`src/pmr_pkg.sv`:
```
package pmr_pkg;
  // Register byte addresses within one port's space (N = 0 here)
  localparam logic [11:0] OFF_EXT_MODE = 12'h0300;
  localparam logic [11:0] OFF_EXT_IFCFG = 12'h0301;
  localparam logic [11:0] OFF_FRAME_ACC = 12'h0400;
  localparam logic [11:0] OFF_BP_CTRL = 12'h0401;
  localparam logic [11:0] OFF_LIM_CFG = 12'h0403;
  localparam logic [11:0] OFF_PRIO0 = 12'h0410;
  localparam logic [11:0] OFF_PRIO7 = 12'h0417;
  localparam logic [11:0] OFF_STATUS = 12'h0420;
  // Field positions
  localparam int B_DUPLEX = 6;
  localparam int B_TXFC = 5;
  localparam int B_SPD100 = 4;
  localparam int B_RXFC = 3;
  localparam int B_GIG_OFF = 6;
  localparam int B_RXSKEW = 4;
  localparam int B_TXSKEW = 3;
  localparam int B_STORM = 1;
  localparam int B_JUMBO = 0;
  localparam int B_BP = 3;
  localparam int B_PASSALL = 0;
  localparam int B_PORTBASED = 6;
  localparam int B_PPS = 5;
  localparam int B_LIMFC = 4;
  localparam int B_IFG = 1;
  localparam int B_PRE = 0;
  // Reset values (strap-dependent bits are loaded after reset release)
  localparam logic [7:0] RST_EXT_MODE = 8'h0050;
  localparam logic [7:0] RST_EXT_IFCFG = 8'h0008;
  localparam logic [7:0] RST_ZERO = 8'h0000;
  // Frame sizing and rate accounting
  localparam logic [13:0] PAYLOAD_STD = 14'd1500;
  localparam logic [13:0] PAYLOAD_JUMBO = 14'd9000;
  localparam logic [15:0] IFG_BYTES = 16'd12;
  localparam logic [15:0] PRE_BYTES = 16'd8;
  // Clock and metering window
  localparam int CLK_MHZ = 100;
  localparam int WINDOW_US = 1000;
  localparam int WINDOW_CYC = WINDOW_US * CLK_MHZ;
  localparam logic [6:0] CODE_LIN_MAX = 7'd100;
  localparam logic [6:0] CODE_FINE_MIN = 7'd101;
  localparam logic [6:0] CODE_FINE_MAX = 7'd115;

  typedef enum logic [1:0] {
    SPD_10 = 2'b00,
    SPD_100 = 2'b01,
    SPD_1000 = 2'b10
  } pmr_speed_t;

  typedef enum logic [1:0] {
    LIM_ALL = 2'b00,
    LIM_BMF = 2'b01,
    LIM_BM = 2'b10,
    LIM_B = 2'b11
  } pmr_limmode_t;

  // Descriptor of one received frame at ingress
  typedef struct packed {
    logic [13:0] payloadLen;
    logic [15:0] wireLen;
    logic [2:0] prio;
    logic isBcast;
    logic isMcast;
    logic isFlood;
    logic crcErr;
    logic isFlowCtrl;
  } pmr_frame_t;

  // Verdict on one frame
  typedef struct packed {
    logic forward;
    logic mirrorOnly;
    logic drop;
  } pmr_verdict_t;
endpackage : pmr_pkg

```
`src/pmr_port_mac_ctrl.sv`:
```
// Function
// [RULE1] Duplex bit set gives full duplex, clear half; resets to full.
// [RULE2] In 10/100 mode the speed bit picks 100 when set, else 10.
// [RULE3] Gigabit-disable clear runs 1000 Mb/s; its reset value comes from a strap.
// [RULE4] Separate transmit and receive flow control enables, reset from a strap.
// [RULE5] Storm protection bit enables broadcast storm protection on ingress; resets off.
// [RULE6] Jumbo bit allows 9000-byte payload, otherwise limit is 1500 bytes.
// [RULE7] Back pressure applies only in half duplex; full duplex uses PAUSE.
// [RULE8] Bad frames dropped unless pass-all, then mirrored only; flow control untouched.
// [RULE9] Rate basis bit: port-wide when set, per priority when clear.
// [RULE10] Packet mode counts packets per second, otherwise bits per second.
// [RULE11] With limit flow control and port flow control, assert flow control on excess.
// [RULE12] Limit mode picks all, bcast/mcast/flood, bcast/mcast, or bcast only.
// [RULE13] Gap bit adds twelve gap bytes per frame to the rate count.
// [RULE14] Preamble bit adds eight bytes per frame, ignored in packet mode.
// [RULE15] Eight 7-bit rate codes at consecutive bytes from priority 0, reset zero.
// [RULE16] Codes 0 to 6 stay pending until the priority 7 code is written.
// [RULE17] Code 0 is line rate, 1-100 linear, 101-115 fixed fine rates.
// [RULE18] Without flow control, frames over the rate are discarded.
//
// Chosen here: the placing of the registers and the Avalon-MM slave port.
`timescale 1ns/10ps
`default_nettype none
module pmr_port_mac_ctrl (
  // Clock and reset
  input wire logic sys_clk,
  input wire logic srst,
  // Configuration straps, sampled at reset release
  input wire logic strapFlowCtrl,
  input wire logic strapGigOff,
  // Avalon-MM slave
  input wire logic [11:0] avs_address,
  input wire logic avs_read,
  input wire logic avs_write,
  input wire logic [31:0] avs_writedata,
  output logic [31:0] avs_readdata,
  output logic avs_waitrequest,
  // Ingress frame descriptor, one per cycle
  input wire logic frmValid,
  input wire pmr_pkg::pmr_frame_t frmDesc,
  // Link-side MAC settings
  output logic macFullDuplex,
  output pmr_pkg::pmr_speed_t macSpeed,
  output logic txFlowCtrlEn,
  output logic rxFlowCtrlEn,
  output logic rxClockSkewEn,
  output logic txClockSkewEn,
  output logic backPressureEn,
  output logic stormProtectEn,
  output logic [13:0] maxPayload,
  // Per-frame result, registered
  output logic verdictValid,
  output pmr_pkg::pmr_verdict_t verdict,
  output logic pauseReq
);

  // Registers
  logic [7:0] extMode_r, extIfCfg_r, frameAcc_r, bpCtrl_r, limCfg_r;
  logic [6:0] pend_r [0:6];
  logic [6:0] active_r [0:7];
  logic strapDone_r;
  logic ack_r;
  logic [31:0] rdData_r;
  logic [31:0] winCnt_r;
  logic [31:0] used_r [0:7];
  logic exceeded_r;
  logic verdictValid_r;
  pmr_pkg::pmr_verdict_t verdict_r;
  logic pauseReq_r;

  // Address decode; any byte offset 0x410..0x417 hits one rate code
  // Writes land on the edge where waitrequest is seen low, never on the waited edge
  wire wrEn = avs_write & ack_r;
  wire rdEn = avs_read & ~ack_r;
  wire isPrio = (avs_address >= pmr_pkg::OFF_PRIO0) && (avs_address <= pmr_pkg::OFF_PRIO7);
  wire [2:0] prioIdx = avs_address[2:0];
  wire [7:0] wByte = avs_writedata[7:0];

  // Speed resolution: gig-disable defers to the 10/100 bit
  wire gigOff = extIfCfg_r[pmr_pkg::B_GIG_OFF];
  pmr_pkg::pmr_speed_t spd;
  assign spd = !gigOff ? pmr_pkg::SPD_1000 :                       // [RULE3]
               (extMode_r[pmr_pkg::B_SPD100] ? pmr_pkg::SPD_100 : pmr_pkg::SPD_10); // [RULE2]

  // Rate code decode to allowance per window (bytes, or packets in PPS mode)
  function automatic logic [31:0] codeBudget(input logic [6:0] code,
                                             input pmr_pkg::pmr_speed_t s,
                                             input logic pps);
    logic [31:0] unitB;
    logic [31:0] c;
    unitB = 32'd0;
    c = {25'd0, code};
    if (code == 7'd0) begin
      // Line rate: never limited
      codeBudget = 32'hFFFF_FFFF;
    end else if (code <= pmr_pkg::CODE_LIN_MAX) begin
      if (pps) begin
        codeBudget = (s == pmr_pkg::SPD_1000) ? c * 32'd19200 : c * 32'd1920;
      end else begin
        // Bytes per millisecond window: 1 Mb/s = 125 bytes
        unitB = (s == pmr_pkg::SPD_1000 && code > 7'd10) ? 32'd1250 : 32'd125;
        codeBudget = (s == pmr_pkg::SPD_10 && code > 7'd10) ? 32'd1250 : c * unitB;
      end
      codeBudget = pps ? codeBudget / 32'd1000 : codeBudget;
    end else if (code <= pmr_pkg::CODE_FINE_MAX) begin
      c = {25'd0, code - 7'd100};
      if (pps) begin
        codeBudget = (s == pmr_pkg::SPD_1000) ? c * 32'd640 : c * 32'd64;
        codeBudget = codeBudget / 32'd1000 + 32'd1;
      end else begin
        codeBudget = (s == pmr_pkg::SPD_10) ? c * 32'd8 : c * 32'd80;
      end
    end else begin
      codeBudget = 32'hFFFF_FFFF;
    end
  endfunction // [RULE17]

  // Bus slave: one wait cycle, then acknowledge
  assign avs_waitrequest = (avs_read | avs_write) & ~ack_r;
  assign avs_readdata = rdData_r;

  // Read mux of block state
  logic [7:0] rdMux;
  always_comb begin
    rdMux = 8'h00;
    case (avs_address)
      pmr_pkg::OFF_EXT_MODE: rdMux = {1'b0, extMode_r[6:3], 3'b000};
      pmr_pkg::OFF_EXT_IFCFG: rdMux = extIfCfg_r;
      pmr_pkg::OFF_FRAME_ACC: rdMux = {6'd0, frameAcc_r[1:0]};
      pmr_pkg::OFF_BP_CTRL: rdMux = {4'd0, bpCtrl_r[3], 2'b00, bpCtrl_r[0]};
      pmr_pkg::OFF_LIM_CFG: rdMux = {1'b0, limCfg_r[6:0]};
      pmr_pkg::OFF_STATUS: rdMux = {5'd0, pauseReq_r, spd};
      default: rdMux = isPrio ? {1'b0, (prioIdx == 3'd7) ? active_r[7] : pend_r[prioIdx]}
                              : 8'h00;
    endcase
  end

  // Control registers and strap capture
  always_ff @(posedge sys_clk) begin
    if (srst) begin
      extMode_r <= pmr_pkg::RST_EXT_MODE;   // [RULE1]
      extIfCfg_r <= pmr_pkg::RST_EXT_IFCFG;
      frameAcc_r <= pmr_pkg::RST_ZERO;      // [RULE5]
      bpCtrl_r <= pmr_pkg::RST_ZERO;
      limCfg_r <= pmr_pkg::RST_ZERO;        // [RULE9]
      strapDone_r <= 1'b0;
      ack_r <= 1'b0;
      rdData_r <= 32'h0000_0000;
    end else begin
      ack_r <= (avs_read | avs_write) & ~ack_r;
      if (rdEn) rdData_r <= {24'd0, rdMux};
      if (!strapDone_r) begin
        strapDone_r <= 1'b1;
        extMode_r[pmr_pkg::B_TXFC] <= strapFlowCtrl; // [RULE4]
        extMode_r[pmr_pkg::B_RXFC] <= strapFlowCtrl; // [RULE4]
        extIfCfg_r[pmr_pkg::B_GIG_OFF] <= strapGigOff; // [RULE3]
      end else if (wrEn) begin
        case (avs_address)
          pmr_pkg::OFF_EXT_MODE: extMode_r <= {1'b0, wByte[6:3], 3'b000};
          pmr_pkg::OFF_EXT_IFCFG: extIfCfg_r <= wByte;
          pmr_pkg::OFF_FRAME_ACC: frameAcc_r <= {6'd0, wByte[1:0]};
          pmr_pkg::OFF_BP_CTRL: bpCtrl_r <= {4'd0, wByte[3], 2'b00, wByte[0]};
          pmr_pkg::OFF_LIM_CFG: limCfg_r <= {1'b0, wByte[6:0]};
          default: ;
        endcase
      end
    end
  end

  // Rate code shadow: lower codes pending, priority 7 write commits all
  genvar g;
  generate
    for (g = 0; g < 7; g = g + 1) begin : gPend
      always_ff @(posedge sys_clk) begin
        if (srst) begin
          pend_r[g] <= 7'd0;                // [RULE15]
          active_r[g] <= 7'd0;
        end else begin
          if (wrEn && isPrio && prioIdx == 3'(g)) pend_r[g] <= wByte[6:0]; // [RULE15]
          if (wrEn && isPrio && prioIdx == 3'd7) begin
            // Commit uses the pending value, so a torn update never goes live
            active_r[g] <= pend_r[g];       // [RULE16]
          end
        end
      end
    end
  endgenerate

  always_ff @(posedge sys_clk) begin
    if (srst) active_r[7] <= 7'd0;
    else if (wrEn && isPrio && prioIdx == 3'd7) active_r[7] <= wByte[6:0]; // [RULE16]
  end

  // Static MAC settings
  assign macFullDuplex = extMode_r[pmr_pkg::B_DUPLEX];         // [RULE1]
  assign macSpeed = spd;
  assign txFlowCtrlEn = extMode_r[pmr_pkg::B_TXFC];            // [RULE4]
  assign rxFlowCtrlEn = extMode_r[pmr_pkg::B_RXFC];            // [RULE4]
  assign rxClockSkewEn = extIfCfg_r[pmr_pkg::B_RXSKEW];
  assign txClockSkewEn = extIfCfg_r[pmr_pkg::B_TXSKEW];
  assign backPressureEn = bpCtrl_r[pmr_pkg::B_BP] & ~macFullDuplex; // [RULE7]
  assign stormProtectEn = frameAcc_r[pmr_pkg::B_STORM];       // [RULE5]
  assign maxPayload = frameAcc_r[pmr_pkg::B_JUMBO] ? pmr_pkg::PAYLOAD_JUMBO
                                                   : pmr_pkg::PAYLOAD_STD; // [RULE6]

  // Limiter configuration fields
  wire portBased = limCfg_r[pmr_pkg::B_PORTBASED];
  wire ppsMode = limCfg_r[pmr_pkg::B_PPS];
  wire limFc = limCfg_r[pmr_pkg::B_LIMFC];
  pmr_pkg::pmr_limmode_t limMode;
  assign limMode = pmr_pkg::pmr_limmode_t'(limCfg_r[3:2]);

  // Frame classification against the limit mode
  logic counted;
  always_comb begin
    case (limMode)
      pmr_pkg::LIM_ALL: counted = 1'b1;
      pmr_pkg::LIM_BMF: counted = frmDesc.isBcast | frmDesc.isMcast | frmDesc.isFlood;
      pmr_pkg::LIM_BM: counted = frmDesc.isBcast | frmDesc.isMcast;
      pmr_pkg::LIM_B: counted = frmDesc.isBcast;
      default: counted = 1'b1;
    endcase
  end // [RULE12]

  // Per-frame cost: one packet, or bytes plus optional overheads
  wire [15:0] ifgAdd = limCfg_r[pmr_pkg::B_IFG] ? pmr_pkg::IFG_BYTES : 16'd0;    // [RULE13]
  wire [15:0] preAdd = limCfg_r[pmr_pkg::B_PRE] ? pmr_pkg::PRE_BYTES : 16'd0;    // [RULE14]
  wire [31:0] cost = ppsMode ? 32'd1 : {16'd0, frmDesc.wireLen + ifgAdd + preAdd}; // [RULE10]

  // Bucket selection: priority 0 slot serves the whole port when port based, else the frame's priority slot
  wire [2:0] bkt = portBased ? 3'd0 : frmDesc.prio;             // [RULE9]
  wire [31:0] budget = codeBudget(active_r[bkt], spd, ppsMode);
  wire [32:0] newUsed = {1'b0, used_r[bkt]} + {1'b0, cost};
  wire over = counted && (active_r[bkt] != 7'd0) && (newUsed > {1'b0, budget});
  wire isBad = frmDesc.crcErr | (frmDesc.payloadLen > maxPayload)
             | (frmDesc.wireLen < 16'd64);
  wire fcOn = limFc & txFlowCtrlEn;                             // [RULE11]
  wire winEnd = (winCnt_r == 32'(pmr_pkg::WINDOW_CYC - 1));

  // Usage buckets, cleared at every window boundary
  generate
    for (g = 0; g < 8; g = g + 1) begin : gUse
      always_ff @(posedge sys_clk) begin
        if (srst || winEnd) used_r[g] <= 32'd0;
        else if (frmValid && counted && !over && bkt == 3'(g) && !(isBad && !frmDesc.isFlowCtrl))
          used_r[g] <= newUsed[31:0];
      end
    end
  endgenerate

  // Verdict and pause request
  always_ff @(posedge sys_clk) begin
    if (srst) begin
      winCnt_r <= 32'd0;
      exceeded_r <= 1'b0;
      verdictValid_r <= 1'b0;
      verdict_r <= '0;
      pauseReq_r <= 1'b0;
    end else begin
      winCnt_r <= winEnd ? 32'd0 : winCnt_r + 32'd1;
      verdictValid_r <= frmValid;
      if (frmValid) begin
        if (isBad && !frmDesc.isFlowCtrl) begin
          // Pass-all lets bad frames reach the mirror port only
          verdict_r <= bpCtrl_r[pmr_pkg::B_PASSALL] ? 3'b010 : 3'b001; // [RULE8]
        end else if (over && !fcOn) begin
          verdict_r <= 3'b001;               // [RULE18]
        end else begin
          verdict_r <= 3'b100;
        end
      end
      // Pause held until the metering window rolls over
      // An excess in the roll-over cycle wins over the clear
      if (frmValid && over && fcOn) exceeded_r <= 1'b1; // [RULE11]
      else if (winEnd) exceeded_r <= 1'b0;
      pauseReq_r <= exceeded_r & fcOn;
    end
  end

  assign verdictValid = verdictValid_r;
  assign verdict = verdict_r;
  assign pauseReq = pauseReq_r;

endmodule // pmr_port_mac_ctrl
`default_nettype wire
```
`config.mk`:
```
export PLATFORM = sky130hd
export DESIGN_NAME = pmr_port_mac_ctrl
export DESIGN_NICKNAME = d
export VERILOG_FILES = /design/src/pmr_pkg.sv /design/src/pmr_port_mac_ctrl.sv
export SDC_FILE = /design/constraint.sdc
export NUM_CORES = 1
export LEC_CHECK = 0
export BUFFER_PORTS_ARGS = -buffer_cell sky130_fd_sc_hd__buf_2
export CORE_MARGIN = 2
export CORE_UTILIZATION = 45
export CTS_BUF_LIST = sky130_fd_sc_hd__clkbuf_8 sky130_fd_sc_hd__clkbuf_16
export DETAILED_ROUTE_END_ITERATION = 16
export HOLD_SLACK_MARGIN = 0.08
export MAX_ROUTING_LAYER = met4
export PLACE_DENSITY = 0.59
export SYNTH_ARGS = -nofsm -noshare
export SYNTH_HDL_FRONTEND = slang
export SYNTH_SLANG_ARGS = --single-unit
export TNS_END_PERCENT = 10
```
`constraint.sdc`:
```
create_clock -name sys_clk -period 43.5 [get_ports sys_clk]
set_clock_uncertainty 0.1 [all_clocks]
set_input_delay 2.175 -clock sys_clk [delete_from_list [all_inputs] [get_ports sys_clk]]
set_output_delay 2.175 -clock sys_clk [all_outputs]
set_load 0.03 [all_outputs]
```
==> run metrics, run 1 <==
Core Region roughly 68,000 um^2; startpoint-to-endpoint class of the critical path in2reg; placed wire-length estimate after detailed placement 61.0 mm; number of gates given a new drive strength after cts 0; number of flip-flops and latches in the synthesized netlist 432; overall via count from detail_route between 20,000 and 25,000; count of unique library cells instantiated by Yosys approximately 130; GP Congestion between 0.9 and 1; cell at the root of the clock tree clkbuf_16; clock network latency to the later pin of the worst-skew pair around 560 ps; cell with the largest stage delay on the worst path o21ai_0; area share of fa/ha/maj cells after synthesis 0.105; aggregate routed wire length around 90 mm; Max Clk Rate ~0.040 GHz; height of the die 266 um; unrepaired setup endpoints after global routing false; final hold slack about 340 ps; mux cell area share after synthesis 0.0618; required time reported for the critical path endpoint between 40,000 and 50,000 ps; CP Buf/Inv Count 11; routed wirelength normalized by instance count around 21 um; CP most frequent cell a21oi_1; Final TNS setup 0 ps; number of synthesis warnings 0; most used flip-flop cell after synthesis edfxtp_1; Hold Crit Class reg2reg; xor/xnor share of the synthesized area 0.0397; flip-flop and latch area roughly 12,000 um^2; DRC errors left 0; largest net degree at the start of global routing 57; hold buffer count at CTS 0; Placement Cell Area 32,200 um^2; standard-cell row count 95; fraction of final layout cells with drive strength greater than 1 0.106; share of the synthesized area in compound gates (AO/OA/AOI/OAI) 0.160; area occupied by multi-input gates about 17,000 um^2; final-report max-slew violation count 0; critical path peak fanout 47; data arrival time of the critical path 24,790 ps; Worst setup SP type input pin; Tightest Pin Transition around 1200 ps; initial DRC count ~2,000; effective utilization at floorplan 0.456; floorplan die area between 70,000 and 80,000 um^2; global-route usage over all layers 0.254; clock tree from TritonCTS done; simple-gate share of the synthesized area 0.186; number of buffers inserted to repair setup after CTS 0; drt first pass iters 8; antenna violation net count after detailed routing 0; combinational family with the most area after synthesis simple AND/OR/NAND/NOR gates; maximum level of the CTS H-tree 2; clock tree sinks 432; Final setup violation count 0; ant diodes 0; maximum clock insertion buffer count 3; worst max-slew margin expressed relative to the limit 0.178; share of async-settable or async-resettable flops after synthesis 0; count of max-cap constraint violations 0; GRT Residual Overflow 0; Final Cell Area approximately 34,000 um^2; summed instance area of the synthesized netlist slightly above 30,000 um^2; Min Clock Period, post-route about 25,000 ps; max incr delay on CP about 960 ps; fillcell total ~6,300; number of placed I/O pins 150; sequential area share after synthesis 0.398; number of global-route vias before repair between 20,000 and 25,000; area added between synthesis and finish 8.93%; count of endpoints failing hold in the final timing report 0; number of buffers created by CTS 44; top cell family by delay on the critical path compound AO/OA/AOI/OAI gates; die width between 200 and 300 um; routed vias/inst around 5.9; result of the run finished, final reports clean; wire length of the first global-routing pass approximately 140 mm; number of instances in the synthesized netlist between 3,000 and 4,000; number of enable flip-flop cells after synthesis 361; clock-pin slew on the worst setup and hold paths around 60 ps; initial antenna violation count 0; count of nets after finishing around 3,600; Synth Area per Inst between 9 and 10 um^2; final cycle utilization of the critical path 0.568; Buffers on Ports 95; category of the worst setup path capture point register
flip-flops by register name, summed over array words and instances (netlist names), 2 cells and up:
name	cells
verdict	3
avs_readdata	8
frameAcc_r	2
extIfCfg_r	8
bpCtrl_r	2
limCfg_r	7
active_r	56
pend_r	49
extMode_r	4
winCnt_r	32
used_r	256
cell type report:
type                    count  area share
repair buffers            143      0.0250
multi-input cells        2497       0.515
clock buffers              51      0.0363
clock inverters            29     0.00492
flip-flops and latches    432       0.365
inverters                 187      0.0209
well taps                 873      0.0325
routing by layer:
| layer | track usage | up-vias | wire length [um] | share of wire |
|---|---|---|---|---|
| met2 | 0.404 | 873 | 40300 | 0.46 |
| met5 | - | - | 0 | 0 |
| li1 | - | 11800 | - | - |
| met4 | 0.0418 | 0 | 1340 | 0.015 |
| met1 | 0.360 | 12200 | 40700 | 0.46 |
| met3 | 0.0214 | 101 | 5800 | 0.066 |
through the flow:
step | setup slack, ps | cells | utilization
2_1_floorplan | 20010 | 3285 | -
3_3_place_gp | 19350 | 4132 | 0.477
3_5_place_dp | 18750 | 4132 | 0.477
4_1_cts | 19240 | 4212 | 0.497
5_1_grt | 17200 | 4212 | 0.497
6_report | 18810 | 4212 | 0.497
cells by family (layout without fill, tap and decap cells):
family | Yosys count | count (layout)
xor+xnor | 137 | 137
other cells | 2 | 33
buf+inv | 356 | 410
compound gates | 719 | 719
flops | 432 | 432
mux | 150 | 150
fa+ha+maj | 233 | 233
simple gates | 1225 | 1225
path summary, 6_finish.rpt:
kind	from	to	slack, ps	cells after the start
setup / recovery	frmDesc[7]	used_r[6][20]$_SDFFCE_PN0P_	18810	88
hold / removal	exceeded_r$_SDFFE_PP0P_	pauseReq$_SDFF_PP0_	340	2
setup reg to reg	limCfg_r[6]$_SDFFE_PP0P_	used_r[6][20]$_SDFFCE_PN0P_	20650	91
hold reg to reg	exceeded_r$_SDFFE_PP0P_	pauseReq$_SDFF_PP0_	340	2
cell usage in the layout (no fill, tap or decap), types with 50 or more instances in the layout:
cell,count
nor3_1,53
and2_1,128
xnor2_1,87
nand2_1,235
a21oi_1,195
inv_1,191
nor2_1,520
buf_4,50
edfxtp_1,361
nand3_1,64
ha_1,182
dfxtp_1,70
mux2i_1,103
o21ai_0,121
buf_2,93
cells in the mapped netlist (all sizes together) (30+ instances only):
cell | number | area (um^2)
a211oi | 50 | 400
buf | 62 | 429
mux4 | 30 | 679
inv | 184 | 691
ha | 182 | 2280
xnor2 | 89 | 795
a21oi | 201 | 1030
clkbuf | 107 | 402
and2 | 130 | 816
nor2 | 522 | 1960
a21o | 39 | 302
edfxtp | 361 | 10800
o21ai | 153 | 803
nor3 | 56 | 290
dfxtp | 71 | 1420
nand2b | 36 | 225
fa | 43 | 861
nand3 | 65 | 330
xor2 | 48 | 428
mux2i | 104 | 1040
nand2 | 239 | 900
tightest hold or removal path: stages, from the launching register on:
cell and delay, ps:
dfxtp_1 300, inv_1 60, nor3_1 50
Power of run 1 is left out: the tool's default activity adds up to more than one toggle a clock period on the data nets, which glitch-free logic cannot reach.
==> run 2: changes to the inputs <==
clock period = 24.4 ns   (was 43.5 ns; I/O delays follow)
==> run metrics, run 2 (synthesis gave the netlist of run 1 again) <==
category of the worst setup path capture point register; required time reported for the critical path endpoint 24,700 ps (-18,900 ps); routed wirelength normalized by instance count 21.2 um (+1.2%); highest layer used for signal routing met4; Hold Crit Class reg2reg; count of endpoints failing hold in the final timing report 0 (unchanged); Worst setup SP type input pin; clock-pin slew on the worst setup and hold paths 60 ps (about the same); number of global-route vias before repair 24,700 (+1.2%); maximum clock insertion buffer count 3 (unchanged); Met2 Routed Length 41.7 mm (+3.5%); CP most frequent cell a21oi_1; cell with the largest stage delay on the worst path o21ai_0; aggregate routed wire length 89.2 mm (+1.2%); die width 266 um (unchanged); count of max-cap constraint violations 0 (unchanged); DRC errors left 0 (unchanged); worst max-slew margin expressed relative to the limit 0.0954 (-0.0829); placed wire-length estimate after detailed placement 62.2 mm (+2.1%); most frequent cells in the layout nor2_1 (520), edfxtp_1 (361), nand2_1 (235); Core Region 67,500 um^2 (unchanged); global-route usage over all layers 0.257 (+0.00390); ant diodes 0 (unchanged); hold buffer count at CTS 0 (unchanged); area added between synthesis and finish 9.19%; routed vias/inst 5.93 (+0.11%); Buffers on Ports 95 (unchanged); standard-cell row count 95 (unchanged); Final setup violation count 0 (unchanged); max reg flops 256 (unchanged); wire length of the first global-routing pass 140 mm (+1.7%); unrepaired setup endpoints after global routing false; hold path depth 2 (unchanged); clock tree sinks 432 (unchanged); leading cell type in the layout, fill and taps excluded nor2_1; count of nets after finishing 3,619 (unchanged); data arrival time of the critical path 22,930 ps (-1860 ps); max incr delay on CP 920 ps (-40 ps); fraction of final layout cells with drive strength greater than 1 0.107 (+0.00113); Min Clock Period, post-route approximately 23,000 ps; launching element of the worst setup path frmDesc[7]; GRT Residual Overflow 0 (unchanged); effective utilization at floorplan 0.456 (unchanged); overall via count from detail_route 25,000 (+0.16%); top cell family by delay on the critical path compound AO/OA/AOI/OAI gates; maximum level of the CTS H-tree 2 (unchanged); leading registers by flop count used_r (256), active_r (56), pend_r (49); routed length on met1 40.4 mm (-0.70%); Final TNS setup 0 ps (unchanged); CP Buf/Inv Count 11 (unchanged); drt first pass iters 6 (-2); Max Clk Rate approximately 0.044 GHz; largest reg by FF count used_r; origin of the critical flop-to-flop path limCfg_r[6]$_SDFFE_PP0P_; Worst path depth 89 (+1.1%); initial DRC count 1,904 (-4.4%); number of buffers created by CTS 44 (unchanged); initial antenna violation count 1 (+1); startpoint-to-endpoint class of the critical path in2reg; met3 wire length 5.71 mm (-1.5%); critical path peak fanout 20 (-57%); number of placed I/O pins 150 (unchanged); start point of the worst hold path exceeded_r$_SDFFE_PP0P_; Tightest Pin Transition 1350 ps (+128 ps); GP Congestion 0.929 (+1.4%); result of the run finished, final reports clean; floorplan die area 70,600 um^2 (unchanged); antenna violation net count after detailed routing 0 (unchanged); largest net degree at the start of global routing 57 (unchanged); Worst R2R Path Depth 89 (-2.2%); cell at the root of the clock tree clkbuf_16; height of the die 266 um (unchanged); final-report max-slew violation count 0 (unchanged); final cycle utilization of the critical path 0.928; clock tree from TritonCTS done; clock network latency to the later pin of the worst-skew pair 560 ps (about the same)
## run 2: changes by cell type in the layout (fill, tap and decap cells not counted), moves of 2 or more
cell	change
clkinv_2	+5
bufinv_16	+4
clkinv_1	-3
clkbuf_8	-2
clkinvlp_4	-2
inv_1	+2
o21ai_0	-2
o21ai_1	+2
## run 2: path summary, 6_finish.rpt
path / end / slack (ps)
worst max-delay path: used_r[6][7]$_SDFFCE_PN0P_ / 1760
worst min-delay path: pauseReq$_SDFF_PP0_ / 350
worst min register to register: pauseReq$_SDFF_PP0_ / 350
worst max register to register: used_r[6][7]$_SDFFCE_PN0P_ / 2310
## run 2: worst reg2reg max path: cells and delay by family (launching register included)
kind | cells | cell delay, ps
muxes | 3 | 1160
xor gates and xnor gates | 1 | 250
buffers and inverters | 9 | 1570
AOI/OAI and AO/OA | 41 | 9520
and+or+nand+nor | 28 | 5770
DFF | 1 | 810
adders and majority gates | 7 | 2760
## run 2: area by class of cell
| class | instances | area (um^2) |
|---|---|---|
| Clock buffer | 48 | 1170 |
| Clock inverter | 34 | 280 |
| Inverter | 187 | 702 |
| Timing Repair Buffer | 143 | 853 |
| Multi-Input combinational cell | 2497 | 17300 |
| Sequential cell | 432 | 12300 |
| Tap cell | 873 | 1090 |
| Fill cell | 6221 | 33900 |
## run 2: what timing repair did
action / 4_1_cts / 5_1_grt
setup endpoints to repair: 0 / 36
buffers inserted: 0 / 0
gates resized for setup: 0 / 1
## run 2: per-layer routing
layer  global-route usage  vias up
li1                     -    11800
met1                0.356    12300
met2                0.413      845
met3               0.0320      112
met4               0.0439        0
met5                    -        -
## run 2: per-stage QoR
stage	std cells	util	area (um^2)	setup WS, ps	hold WS (ps)
2_1_floorplan	3285	-	30900	1870	317
3_3_place_gp	4132	0.477	32200	1900	335
3_5_place_dp	4132	0.477	32200	1540	338
4_1_cts	4214	0.498	33600	2020	350
5_1_grt	4214	0.498	33600	173	385
6_report	4214	0.498	33600	1760	348
Power of run 2 is left out for the same reason.
